### config.mk
export PLATFORM = sky130hd
export DESIGN_NAME = mirc_intc
export DESIGN_NICKNAME = d
export VERILOG_FILES = /design/src/verilog/mirc_pkg.sv /design/src/verilog/mirc_intc.sv
export VERILOG_INCLUDE_DIRS = /design/src /design/src/verilog
export SDC_FILE = /design/constraint.sdc
export NUM_CORES = 1
export LEC_CHECK = 0
export BUFFER_PORTS_ARGS = -buffer_cell sky130_fd_sc_hd__buf_4
export CAP_MARGIN = 20
export CORE_ASPECT_RATIO = 1.75
export CORE_MARGIN = 2
export CORE_UTILIZATION = 51
export DETAILED_ROUTE_END_ITERATION = 10
export GPL_TIMING_DRIVEN = 0
export HOLD_SLACK_MARGIN = 0.1
export PLACE_DENSITY = 0.78
export RECOVER_POWER = 25
export REMOVE_ABC_BUFFERS = 1
export SLEW_MARGIN = 20
export SYNTH_ARGS = -nofsm -noshare
export SYNTH_HDL_FRONTEND = slang
export SYNTH_SLANG_ARGS = --single-unit
### constraint.sdc
create_clock -name ref_clk_i -period 1.7 [get_ports ref_clk_i]
set_input_delay 0.17 -clock ref_clk_i [delete_from_list [all_inputs] [get_ports ref_clk_i]]
set_output_delay 0.17 -clock ref_clk_i [all_outputs]
set_load 0.03 [all_outputs]
### src/verilog/mirc_params.svh
// Register map, field positions and reset values of the interrupt control
`ifndef MIRC_PARAMS_SVH
`define MIRC_PARAMS_SVH

`define MIRC_OFF_EDGE      12'h000
`define MIRC_OFF_CTRL_A    12'h004
`define MIRC_OFF_CTRL_B    12'h008
`define MIRC_OFF_CTRL_C    12'h00C
`define MIRC_OFF_GROUPED   12'h010
`define MIRC_OFF_STATUS    12'h014
`define MIRC_OFF_MASK      12'h018

`define MIRC_RST_BYTE      8'h00
`define MIRC_EDGE_MASK     8'h0F
`define MIRC_CTRL_MASK     8'h7F
`define MIRC_CTRL_C_MASK   8'h77
`define MIRC_GRP_MASK      8'hFF
`define MIRC_EV_MASK       8'h7F
`define MIRC_EV_RST        7'h00
`define MIRC_RST_WORD      32'h0000_0000

// Edge-select field positions
`define MIRC_SEL_A_LO      0
`define MIRC_SEL_B_LO      2
// Control register A fields
`define MIRC_A_GIE         0
`define MIRC_A_PIN_A_EN    1
`define MIRC_A_PIN_B_EN    2
`define MIRC_A_USB_EN      3
`define MIRC_A_PIN_A_FLG   4
`define MIRC_A_PIN_B_FLG   5
`define MIRC_A_USB_FLG     6
// Control register B fields (USB token sources)
`define MIRC_B_EN_LO       0
`define MIRC_B_FLG_LO      4
// Control register C fields
`define MIRC_C_GRP_EN      0
`define MIRC_C_SER_EN      1
`define MIRC_C_LV_EN       2
`define MIRC_C_GRP_FLG     4
`define MIRC_C_SER_FLG     5
`define MIRC_C_LV_FLG      6
// Grouped timer register: enables low nibble, flags high nibble
`define MIRC_G_EN_LO       0
`define MIRC_G_FLG_LO      4
`define MIRC_FLG_OFS       4
// Event status bit positions
`define MIRC_EV_PIN_A      0
`define MIRC_EV_PIN_B      1
`define MIRC_EV_USB        2
`define MIRC_EV_SER        3
`define MIRC_EV_LV         4
`define MIRC_EV_GRP        5
`define MIRC_EV_ACCEPT     6

`endif

### src/verilog/mirc_pkg.sv
// Types shared by the interrupt control block
package mirc_pkg;
   typedef enum logic [1:0] {
      MIRC_EDGE_OFF  = 2'h0,
      MIRC_EDGE_RISE = 2'h1,
      MIRC_EDGE_FALL = 2'h2,
      MIRC_EDGE_BOTH = 2'h3
   } mirc_edge_t;

   typedef enum logic [1:0] {
      MIRC_ST_RUN     = 2'h0,
      MIRC_ST_SUSPEND = 2'h1
   } mirc_state_t;
endpackage

### src/verilog/mirc_intc.sv
// Interrupt request control with APB register access
//
// The APB slave port and the register addresses were chosen for this implementation.
`timescale 1ns/1ps
`include "mirc_params.svh"
// Summary of operation
// An accepted enabled request suspends the main program for servicing.
// Each of two external pins raises a request on selected edges.
// Timers, low voltage, serial module and USB engine raise requests.
// Flags set on their trigger regardless of enable settings.
// Software writes per-source enables; registers hold enable and flag.
// Timer P and A match flags and enables sit in grouped register.
// Pin B edge field bits 3:2: off, rising, falling, both.
// Pin A edge field bits 1:0 decodes the same way.
// Edge register bits 7:4 read zero; implemented bits reset zero.
// Control A bit 6 is the USB engine request flag.
// Control A bit 5 is pin B flag, bit 4 pin A flag.
// Control A bits 3..0: USB, pin B, pin A, global enables.
// Control C bit 6 low voltage flag, bit 2 its enable.
// Control C bit 5 serial module flag, bit 1 its enable.
// Request passes only with flag, own enable and global enable set.
// Flags are read/write; writing zero clears a pending request.
// Grouped flag sets when any enabled timer match flag is set.

module mirc_intc (
   input  wire logic        ref_clk_i,
   input  wire logic        sys_rst_i,
   input  wire logic        psel_i,
   input  wire logic        penable_i,
   input  wire logic        pwrite_i,
   input  wire logic [11:0] paddr_i,
   input  wire logic [31:0] pwdata_i,
   output logic      [31:0] prdata_o,
   output logic             pready_o,
   output logic             pslverr_o,
   input  wire logic [1:0]  external_request_pin_i,
   input  wire logic        usb_serial_engine_req_i,
   input  wire logic [2:0]  usb_token_req_i,
   input  wire logic        low_voltage_detector_req_i,
   input  wire logic        serial_module_req_i,
   input  wire logic [1:0]  timer_p_match_i,
   input  wire logic [1:0]  timer_a_match_i,
   input  wire logic        service_done_i,
   output logic             cpu_irq_o,
   output logic             main_suspend_o,
   output mirc_pkg::mirc_state_t state_o,
   output logic             irq_o
);
   import mirc_pkg::*;

   ////////////////////////////////////////////////////////////////////////
   logic [7:0] edge_sel_q;
   logic [7:0] ctrl_a_q;
   logic [7:0] ctrl_b_q;
   logic [7:0] ctrl_c_q;
   logic [7:0] grp_q;
   logic [6:0] ev_status_q;
   logic [6:0] ev_mask_q;
   logic [1:0] pin_q;
   logic [1:0] pin_hit;
   logic [3:0] tmr_hit;
   logic       wr_en;
   logic       rd_en;
   logic       addr_ok;
   logic [7:0] wbyte;
   logic       accept;
   logic       any_req;
   logic [6:0] ev_set;
   mirc_state_t state_q;

   // Per-register write strobes
   logic       wr_edge;
   logic       wr_ctrl_a;
   logic       wr_ctrl_b;
   logic       wr_ctrl_c;
   logic       wr_grp;
   logic       wr_status;
   logic       wr_mask;
   logic       grp_any;
   logic [8:0] src_req;
   logic [31:0] rd_mux;
   logic [31:0] prdata_q;

   function automatic logic wr_hit(input logic [11:0] a,
                                   input logic [11:0] off);
      wr_hit = (a == off);
   endfunction

   // Flag counts only while its own enable is set
   function automatic logic gated(input logic flag,
                                  input logic en);
      gated = flag & en;
   endfunction

   function automatic logic edge_hit(input logic [1:0] sel,
                                     input logic prev,
                                     input logic cur);
      logic rise;
      logic fall;
      rise = ~prev & cur;
      fall = prev & ~cur;
      case (mirc_edge_t'(sel))
         MIRC_EDGE_RISE: edge_hit = rise;
         MIRC_EDGE_FALL: edge_hit = fall;
         MIRC_EDGE_BOTH: edge_hit = rise | fall;
         default:        edge_hit = 1'b0;
      endcase
   endfunction

   ////////////////////////////////////////////////////////////////////////
   // APB slave: zero wait states, error on unmapped address
   assign wr_en     = psel_i & penable_i & pwrite_i;
   assign rd_en     = psel_i & ~pwrite_i;
   assign wbyte     = pwdata_i[7:0];
   assign pready_o  = 1'b1;
   assign addr_ok   = wr_hit(paddr_i, `MIRC_OFF_EDGE)
                    | wr_hit(paddr_i, `MIRC_OFF_CTRL_A)
                    | wr_hit(paddr_i, `MIRC_OFF_CTRL_B)
                    | wr_hit(paddr_i, `MIRC_OFF_CTRL_C)
                    | wr_hit(paddr_i, `MIRC_OFF_GROUPED)
                    | wr_hit(paddr_i, `MIRC_OFF_STATUS)
                    | wr_hit(paddr_i, `MIRC_OFF_MASK);
   assign pslverr_o = psel_i & penable_i & ~addr_ok;

   // Write strobes, one per register
   assign wr_edge   = wr_en & wr_hit(paddr_i, `MIRC_OFF_EDGE);
   assign wr_ctrl_a = wr_en & wr_hit(paddr_i, `MIRC_OFF_CTRL_A);
   assign wr_ctrl_b = wr_en & wr_hit(paddr_i, `MIRC_OFF_CTRL_B);
   assign wr_ctrl_c = wr_en & wr_hit(paddr_i, `MIRC_OFF_CTRL_C);
   assign wr_grp    = wr_en & wr_hit(paddr_i, `MIRC_OFF_GROUPED);
   assign wr_status = wr_en & wr_hit(paddr_i, `MIRC_OFF_STATUS);
   assign wr_mask   = wr_en & wr_hit(paddr_i, `MIRC_OFF_MASK);

   always_comb begin
      rd_mux = `MIRC_RST_WORD;
      if (rd_en) begin
         case (paddr_i)
            `MIRC_OFF_EDGE:    rd_mux[7:0] = edge_sel_q;
            `MIRC_OFF_CTRL_A:  rd_mux[7:0] = ctrl_a_q;
            `MIRC_OFF_CTRL_B:  rd_mux[7:0] = ctrl_b_q;
            `MIRC_OFF_CTRL_C:  rd_mux[7:0] = ctrl_c_q;
            `MIRC_OFF_GROUPED: rd_mux[7:0] = grp_q;
            `MIRC_OFF_STATUS:  rd_mux[6:0] = ev_status_q;
            `MIRC_OFF_MASK:    rd_mux[6:0] = ev_mask_q;
            default:           rd_mux = `MIRC_RST_WORD;
         endcase
      end
   end

   // Read word captured in the setup cycle, held through the access
   always_ff @(posedge ref_clk_i or posedge sys_rst_i) begin
      if (sys_rst_i) begin
         prdata_q <= `MIRC_RST_WORD;
      end else if (rd_en && !penable_i) begin
         prdata_q <= rd_mux;
      end else if (!rd_en) begin
         prdata_q <= `MIRC_RST_WORD;
      end
   end

   assign prdata_o = prdata_q;

   ////////////////////////////////////////////////////////////////////////
   // External pin edge detection
   always_ff @(posedge ref_clk_i or posedge sys_rst_i) begin
      if (sys_rst_i) begin
         pin_q <= 2'h0;
      end else begin
         pin_q <= external_request_pin_i;
      end
   end

   assign pin_hit[0] = edge_hit(edge_sel_q[`MIRC_SEL_A_LO +: 2],
                                pin_q[0], external_request_pin_i[0]);
   assign pin_hit[1] = edge_hit(edge_sel_q[`MIRC_SEL_B_LO +: 2],
                                pin_q[1], external_request_pin_i[1]);
   for (genvar t = 0; t < 2; t++) begin : g_tmr
      assign tmr_hit[2 * t]     = timer_p_match_i[t];
      assign tmr_hit[2 * t + 1] = timer_a_match_i[t];
   end

   ////////////////////////////////////////////////////////////////////////
   // Edge select: only the two pin fields are kept
   always_ff @(posedge ref_clk_i or posedge sys_rst_i) begin
      if (sys_rst_i) begin
         edge_sel_q <= `MIRC_RST_BYTE;
      end else if (wr_edge) begin
         edge_sel_q <= wbyte & `MIRC_EDGE_MASK;
      end
   end

   ////////////////////////////////////////////////////////////////////////
   // Control A: software writes, hardware set wins over write-zero
   always_ff @(posedge ref_clk_i or posedge sys_rst_i) begin
      if (sys_rst_i) begin
         ctrl_a_q <= `MIRC_RST_BYTE;
      end else begin
         if (wr_ctrl_a) begin
            ctrl_a_q <= wbyte & `MIRC_CTRL_MASK;
         end
         if (pin_hit[0]) begin
            ctrl_a_q[`MIRC_A_PIN_A_FLG] <= 1'b1;
         end
         if (pin_hit[1]) begin
            ctrl_a_q[`MIRC_A_PIN_B_FLG] <= 1'b1;
         end
         if (usb_serial_engine_req_i) begin
            ctrl_a_q[`MIRC_A_USB_FLG] <= 1'b1;
         end
      end
   end

   ////////////////////////////////////////////////////////////////////////
   // Control B: USB token sources
   always_ff @(posedge ref_clk_i or posedge sys_rst_i) begin
      if (sys_rst_i) begin
         ctrl_b_q <= `MIRC_RST_BYTE;
      end else begin
         if (wr_ctrl_b) begin
            ctrl_b_q <= wbyte & `MIRC_CTRL_C_MASK;
         end
         for (int i = 0; i < 3; i++) begin
            if (usb_token_req_i[i]) begin
               ctrl_b_q[`MIRC_B_FLG_LO + i] <= 1'b1;
            end
         end
      end
   end

   ////////////////////////////////////////////////////////////////////////
   // Grouped timer match flags and enables
   always_ff @(posedge ref_clk_i or posedge sys_rst_i) begin
      if (sys_rst_i) begin
         grp_q <= `MIRC_RST_BYTE;
      end else begin
         if (wr_grp) begin
            grp_q <= wbyte & `MIRC_GRP_MASK;
         end
         for (int i = 0; i < 4; i++) begin
            if (tmr_hit[i]) begin
               grp_q[`MIRC_G_FLG_LO + i] <= 1'b1;
            end
         end
      end
   end

   ////////////////////////////////////////////////////////////////////////
   // Control C: low voltage, serial module and grouped flag
   always_ff @(posedge ref_clk_i or posedge sys_rst_i) begin
      if (sys_rst_i) begin
         ctrl_c_q <= `MIRC_RST_BYTE;
      end else begin
         if (wr_ctrl_c) begin
            ctrl_c_q <= wbyte & `MIRC_CTRL_C_MASK;
         end
         if (low_voltage_detector_req_i) begin
            ctrl_c_q[`MIRC_C_LV_FLG] <= 1'b1;
         end
         if (serial_module_req_i) begin
            ctrl_c_q[`MIRC_C_SER_FLG] <= 1'b1;
         end
         if (grp_any) begin
            ctrl_c_q[`MIRC_C_GRP_FLG] <= 1'b1;
         end
      end
   end

   ////////////////////////////////////////////////////////////////////////
   // Request gating and program suspension
   assign grp_any = |(grp_q[`MIRC_G_FLG_LO +: 4] & grp_q[`MIRC_G_EN_LO +: 4]);

   // One gated request per source
   assign src_req[0] = gated(ctrl_a_q[`MIRC_A_USB_FLG],
                             ctrl_a_q[`MIRC_A_USB_EN]);
   assign src_req[1] = gated(ctrl_a_q[`MIRC_A_PIN_A_FLG],
                             ctrl_a_q[`MIRC_A_PIN_A_EN]);
   assign src_req[2] = gated(ctrl_a_q[`MIRC_A_PIN_B_FLG],
                             ctrl_a_q[`MIRC_A_PIN_B_EN]);
   // USB token sources share one gating pattern
   for (genvar k = 0; k < 3; k++) begin : g_tok
      assign src_req[3 + k] = gated(ctrl_b_q[`MIRC_B_FLG_LO + k],
                                    ctrl_b_q[`MIRC_B_EN_LO + k]);
   end
   assign src_req[6] = gated(ctrl_c_q[`MIRC_C_LV_FLG],
                             ctrl_c_q[`MIRC_C_LV_EN]);
   assign src_req[7] = gated(ctrl_c_q[`MIRC_C_SER_FLG],
                             ctrl_c_q[`MIRC_C_SER_EN]);
   assign src_req[8] = gated(ctrl_c_q[`MIRC_C_GRP_FLG],
                             ctrl_c_q[`MIRC_C_GRP_EN]);
   assign any_req = ctrl_a_q[`MIRC_A_GIE] & (|src_req);
   assign accept  = (state_q == MIRC_ST_RUN) & any_req;

   always_ff @(posedge ref_clk_i or posedge sys_rst_i) begin
      if (sys_rst_i) begin
         state_q <= MIRC_ST_RUN;
      end else begin
         case (state_q)
            MIRC_ST_RUN: begin
               if (accept) begin
                  state_q <= MIRC_ST_SUSPEND;
               end
            end
            MIRC_ST_SUSPEND: begin
               if (service_done_i) begin
                  state_q <= MIRC_ST_RUN;
               end
            end
            default: state_q <= MIRC_ST_RUN;
         endcase
      end
   end

   assign cpu_irq_o      = any_req;
   assign main_suspend_o = (state_q == MIRC_ST_SUSPEND);
   assign state_o        = state_q;

   ////////////////////////////////////////////////////////////////////////
   // Sticky event status, write one to clear, set wins
   assign ev_set = {accept,
                    ~ctrl_c_q[`MIRC_C_GRP_FLG] & grp_any,
                    low_voltage_detector_req_i,
                    serial_module_req_i,
                    usb_serial_engine_req_i,
                    pin_hit[1],
                    pin_hit[0]};

   always_ff @(posedge ref_clk_i or posedge sys_rst_i) begin
      if (sys_rst_i) begin
         ev_status_q <= `MIRC_EV_RST;
      end else begin
         if (wr_status) begin
            ev_status_q <= (ev_status_q & ~wbyte[6:0]) | ev_set;
         end else begin
            ev_status_q <= ev_status_q | ev_set;
         end
      end
   end

   always_ff @(posedge ref_clk_i or posedge sys_rst_i) begin
      if (sys_rst_i) begin
         ev_mask_q <= `MIRC_EV_RST;
      end else if (wr_mask) begin
         ev_mask_q <= wbyte[6:0];
      end
   end

   assign irq_o = |(ev_status_q & ev_mask_q);
endmodule

==> metrics.md, run 1 <==
| Metric | Value |
|---|---|
| Status | finished, violations left |
| Failing checks | negative setup slack |
| DP HPWL | 6.045 mm |
| Share of cells above drive strength 1 | 29.64% |
| Sequential-to-total area share from yosys stat | 44.16% |
| ANT nets after route | 0 |
| Worst path required time | 1530 ps |
| Most common cell in the netlist | dfrtp_1 |
| CTS root buf | clkbuf_8 |
| # DRC | 0 |
| Gate Count Post-Synth | 299 |
| Die ar. | 6893 um^2 |
| Critical Path Start Type | flip-flop |
| P&R area growth vs syn | 18.45% |
| Die Ht | 108.3 um |
| Worst-path fanout max | 3 |
| Unrepaired setup endpoints after global routing | yes |
| Vias | 2515 |
| Start of the worst register-to-register path | ctrl_c_q[6]$_DFFE_PP0P_ |
| Largest cells by area after synthesis | dfrtp_1, mux2_2, buf_4 |
| Core area | 6086 um^2 |
| Number of global-route vias before repair | 2528 |
| Pwr Total | 2546 uW |
| Worst hold path type | in -> reg |
| Synthesized flop and latch total | 56 |
| # diodes | 0 |
| Chip Width | 63.63 um |
| Skew final | 7.950 ps |
| CTS tree | yes |
| Placer Congestion | 0.9583 |
| Slowest Stage Delay on Critical Path | 420 ps |
| Vias per cell | 5.703 |
| Crit-path cells | a222oi_1, nand3_1, o21ai_2, inv_1, buf_6 |
| Mapped Area | 3173 um^2 |
| Clock Sinks | 56 |
| Crit path kind | reg -> out |
| Initial DRC Count | 252 |
| Max Fclk | 533.2 MHz |
| Synth Flop Type | dfrtp_1 |
| Hold Startpoint | pwdata_i[7] |
| Final setup fails | 1 |
| Leakage | 0.001746 uW |
| Maximum vdd ir drop | 0.0005200 V |
| Top-area cell type share of the netlist area | 44.16% |
| Commonest cells post-synth | dfrtp_1, buf_4, mux2_2, nor2_1, nand2_1 |
| Synth area leader | dfrtp_1 |
| Final Util | 61.76% |
| Nets | 426 |
| Number of I/O port buffers | 50 |
| Final worst slack | -175.4 ps |
| Antenna violations before repair | 0 |
| Drt total wl | 8.206 mm |
| Post-synthesis area per instance | 10.61 um^2 |
| Routed length per instance | 18.61 um |
| Number of synthesized flops with an enable pin | 0 |
| Yosys warning total | 0 |
| Inserted Clock Buffers | 5 |
| CP max-delay cell | dfrtp_1 |
| CTS max path bufs | 2 |
| Hold Slack | 109.0 ps |
| Fillers | 515 |
| DRT Pass-1 Iters | 4 |
| Clk slew on worst S/H paths | 100 ps |
| Period Utilization, post-route | 110.3% |
| CP Data Arrival Time | 1710 ps |
| Max Slew Vio Count | 0 |
| Pwr dens | 677.3 nW/um^2 |
| I/O pin count | 101 |
| Row Count | 38 |
| Initial Util | 52.14% |
| Worst Setup End Kind | output port |
| Critical path origin | ctrl_c_q[6]$_DFFE_PP0P_ |
| Final min period | 1875 ps |
| GRT overflow | 0 |
| H-Tree Level Count | 2 |
| Headroom to the max-slew limit | 23.00% |
| Worst slew pin tran | 1155 ps |
| Post-synth ARST share | 100.0% |
| Wire length of the first global-routing pass | 13.05 mm |
| Largest net degree at the start of global routing | 57 |
| Final Hold Fails | 0 |
| Unique masters post-synth | 49 |
| GRT Total Usage | 25.34% |
| Clock Latency Late Sink | 320 ps |
| Max-cap violations | 0 |
-- flip-flops by register name (all words and copies together) (netlist names) --
name / cells
grp_q: 8
prdata_o: 8
ctrl_a_q: 7
ev_mask_q: 7
ev_status_q: 7
ctrl_b_q: 6
ctrl_c_q: 6
edge_sel_q: 4
pin_q: 2
state_o: 1
-- final timing paths --
check                                                to  slack, ps  depth (start not counted)
worst max register to register   state_o[0]$_DFFE_PP0P_        320                          4
max in group asynchronous            pin_q[0]$_DFF_PP0_        280                          3
worst min-delay path               grp_q[7]$_DFFE_PP0P_        110                          3
worst min register to register  prdata_o[3]$_DFFE_PP0P_        490                          2
worst max-delay path                          cpu_irq_o       -180                          5
min in group asynchronous       ctrl_b_q[5]$_DFFE_PP0P_        690                          3
-- where the power goes --
part | internal, uW | switching, uW
Clock | 436 | 445
Sequential | 1340 | 4.37
Combinational | 109 | 215
Total | 1880 | 665
-- cells in the final DEF, fill, tap and decap left out, types with 2 or more instances in the layout --
cell	synthesis	layout
dfrtp_1	56	56
buf_4	27	47
mux2_2	26	26
conb_1	2	26
nor2_1	25	24
nand2_1	18	18
mux2i_1	15	15
o21ai_0	14	13
a22oi_1	12	12
inv_1	12	11
nand3_1	9	9
clkbuf_1	5	9
dlygate4sd3_1	0	7
nor2b_1	6	6
a21o_1	5	5
clkbuf_8	0	5
nand2b_1	4	4
nor3_1	5	4
nand3b_1	4	4
mux2_4	4	4
ha_1	4	4
mux4_2	3	3
nor4_1	4	3
a21oi_1	3	3
or3_4	0	2
or4_4	2	2
a22o_1	2	2
a222oi_1	2	2
o221ai_1	2	2
a221o_1	2	2
o2bb2ai_1	2	2
buf_6	1	2
-- per-stage QoR --
stage	cell area [um^2]	std cells	setup TNS (ps)	setup slack, ps
finish	3759	441	-175.4	-175.4
floorplan	3017	287	-3087	-261.4
detailed placement	3495	417	-15970	-523.1
global route	3759	441	-231.7	-229.2
global placement	3492	417	-44280	-525.6
CTS	3746	437	-181.1	-181.1
-- final cells by class --
type	instances	area (um^2)	share of cell area, %
Clock buffer	5	68.82	1.831
Clock inverter	3	42.54	1.132
Inverter	12	45.04	1.198
Tap cell	80	100.1	2.663
Sequential cell	56	1401	37.28
Timing Repair Buffer	66	486.7	12.95
Multi-Input combinational cell	219	1614	42.94
-- layer usage --
metal / vias up / share of wire (%) / GRT usage (%)
met5: - / 0 / 0
met3: 25 / 5.5 / 3.746
met4: 0 / 4.5 / 14.91
li1: 1145 / - / -
met2: 116 / 55 / 45.64
met1: 1229 / 35 / 27.88
-- cells by family after synthesis --
family                     synth area share, %
buffers and inverters                    9.187
DFF                                      44.16
AOI/OAI and AO/OA                        11.08
muxes                                    17.98
adders and majority gates                1.577
other                                   0.2367
and+or+nand+nor                          15.77
-- worst max-delay path: cells and delay by family (launching register included) --
| family | cells | cell delay (ps) |
|---|---|---|
| AOI/OAI and AO/OA | 2 | 600 |
| buffers and inverters | 2 | 220 |
| DFF | 1 | 420 |
| and+or+nand+nor | 1 | 150 |
-- timing repair --
action / in CTS / in global routing
pin swaps: 4 / 7
resized for setup: 7 / 5
endpoints found under the setup margin: 24 / 26
endpoints found under the hold margin: 63 / 0
hold buffers: 7 / 0
buffers inserted: 5 / 4
(Power assumes the default switching activity.)
==> run 2: changes to the inputs <==
- BUFFER_PORTS_ARGS: -buffer_cell sky130_fd_sc_hd__buf_4 -> -buffer_cell sky130_fd_sc_hd__buf_2
- clock period: 1.7 -> 1.9 ns (I/O delays scaled with it)
==> metrics.md, run 2 (synthesized netlist as in run 1, its figures left out) <==
| Metric | Value |
|---|---|
| Status | finished clean |
| Final min period | 1896 ps |
| Area of the multi-input gates | 1583 um^2 |
| Row Count | 38 |
| Pwr Total | 2135 uW |
| DRT Pass-1 Iters | 5 |
| Clock Latency Late Sink | 320 ps |
| Die Ht | 108.3 um |
| GRT overflow | 0 |
| Fin Setup TNS | 0 ps |
| DP HPWL | 5.824 mm |
| FF+latch area | 1401 um^2 |
| Skew final | 12.38 ps |
| Leakage | 0.001666 uW |
| Worst r2r dst | state_o[0]$_DFFE_PP0P_ |
| Pwr dens | 600.6 nW/um^2 |
| Routed length per instance | 17.90 um |
| Crit path kind | reg -> out |
| Antenna violations before repair | 0 |
| Fillers | 565 |
| Core area | 6086 um^2 |
| Number of global-route vias before repair | 2389 |
| Register-to-register setup slack | 530 ps |
| Max-cap violations | 0 |
| Maximum vdd ir drop | 0.0004630 V |
| Start of the worst register-to-register path | ctrl_a_q[5]$_DFFE_PP0P_ |
| Vias per cell | 5.811 |
| Final Hold Fails | 0 |
| Worst-path fanout max | 3 |
| Max Slew Vio Count | 0 |
| Hold path cells | 3 |
| Wire length of the first global-routing pass | 12.38 mm |
| Period Utilization, post-route | 99.77% |
| Headroom to the max-slew limit | 22.31% |
| # diodes | 0 |
| Share of cells above drive strength 1 | 26.55% |
| Hold Startpoint | pwdata_i[7] |
| Max Fclk | 527.5 MHz |
| Met3 Use GR | 4.162% |
| Hold endpoint | grp_q[7]$_DFFE_PP0P_ |
| Worst Setup End Kind | output port |
| ANT nets after route | 0 |
| Hold Slack | 134.7 ps |
| Die ar. | 6893 um^2 |
| Vias | 2522 |
| Final setup fails | 0 |
| Unrepaired setup endpoints after global routing | yes |
| CTS root buf | clkbuf_8 |
| Chip Width | 63.63 um |
| # DRC | 0 |
| Worst R2R Path Depth | 4 |
| CTS tree | yes |
| Number of I/O port buffers | 50 |
| Inserted Clock Buffers | 5 |
| Placer Congestion | 0.9437 |
| Critical path origin | ctrl_a_q[5]$_DFFE_PP0P_ |
| Placed Cells | 417 |
| Largest net degree at the start of global routing | 57 |
| H-Tree Level Count | 2 |
| Commonest non-fill, non-tap cell in the layout | dfrtp_1 |
| Clock Sinks | 56 |
| Worst slew pin tran | 1164 ps |
| Post-route insts no fill | 434 |
| Drt total wl | 7.769 mm |
| Global route hottest layer | met2 |
| I/O pin count | 101 |
| Final Util | 58.41% |
| Met2 usage | 42.48% |
| Clk slew on worst S/H paths | 90 ps |
| Initial DRC Count | 154 |
| Critical Path Start Type | flip-flop |
| Initial Util | 52.14% |
| GRT Total Usage | 24.14% |
| Nets | 419 |
| CTS max path bufs | 2 |
| P&R area growth vs syn | 12.03% |
| Commonest cells after routing, fill and taps aside | dfrtp_1, buf_2, mux2_2, conb_1, nor2_1 |
| GRT met1 Usage | 26.83% |
| Worst path required time | 1710 ps |
| Worst hold path type | in -> reg |
| CP Data Arrival Time | 1710 ps |
-- run 2: cell types whose count changed in the layout (fill, tap and decap cells not counted), moves of 2 or more --
cell	previous run	this run
buf_4	47	2
or3_4	2	0
or3_1	0	2
buf_2	0	41
-- run 2: cell type report --
cell class	count	share of cell area, %
sequential	56	39.42
tap	80	2.816
timing repair buffer	59	9.433
clock buffer	8	2.534
multi-input combinational	219	44.53
inverter	12	1.267
-- run 2: stage by stage --
step / worst slack, ps / instance area, um^2
6_report: 4.427 / 3555
5_1_grt: -23.17 / 3555
4_1_cts: 23.23 / 3542
3_5_place_dp: -456.1 / 3369
3_3_place_gp: -447.3 / 3367
2_1_floorplan: -81.40 / 3017
-- run 2: critical path, stage by stage (launching register included) --
cell and delay (ps):
dfrtp_1 430, a222oi_1 390, nand3_1 150, o21ai_2 200, inv_1 80, buf_6 140
-- run 2: what timing repair did --
action | in CTS | in global routing
endpoints found under the hold margin | 63 | 0
pin swaps | 0 | 1
setup buffers | 0 | 2
hold buffers | 7 | 0
gates cloned | 0 | 0
resized for setup | 3 | 4
endpoints found under the setup margin | 8 | 7
-- run 2: power breakdown --
group	leakage [uW]	internal [uW]	total [uW]	switching, uW
clock network	0.0000455	298	675	376
logic	0.000926	72.1	261	189
registers	0.000694	1200	1200	3.81
total	0.00167	1570	2140	569
-- run 2: worst max-delay path by stage --
stage,endpoint,slack [ps],depth (start not counted)
floorplan,grp_q[0]$_DFFE_PP0N_,-80,4
CTS,cpu_irq_o,20,5
finish,cpu_irq_o,4,5
global route,cpu_irq_o,-20,5
detailed placement,ev_status_q[2]$_DFF_PP0_,-460,5
global placement,ev_status_q[3]$_DFF_PP0_,-450,5
-- run 2: layer usage --
metal  routed length, um  part of all wire, %
met1                2878                   37
met3                 493                  6.3
met5                   0                    0
met4                 432                  5.6
met2                3965                   51
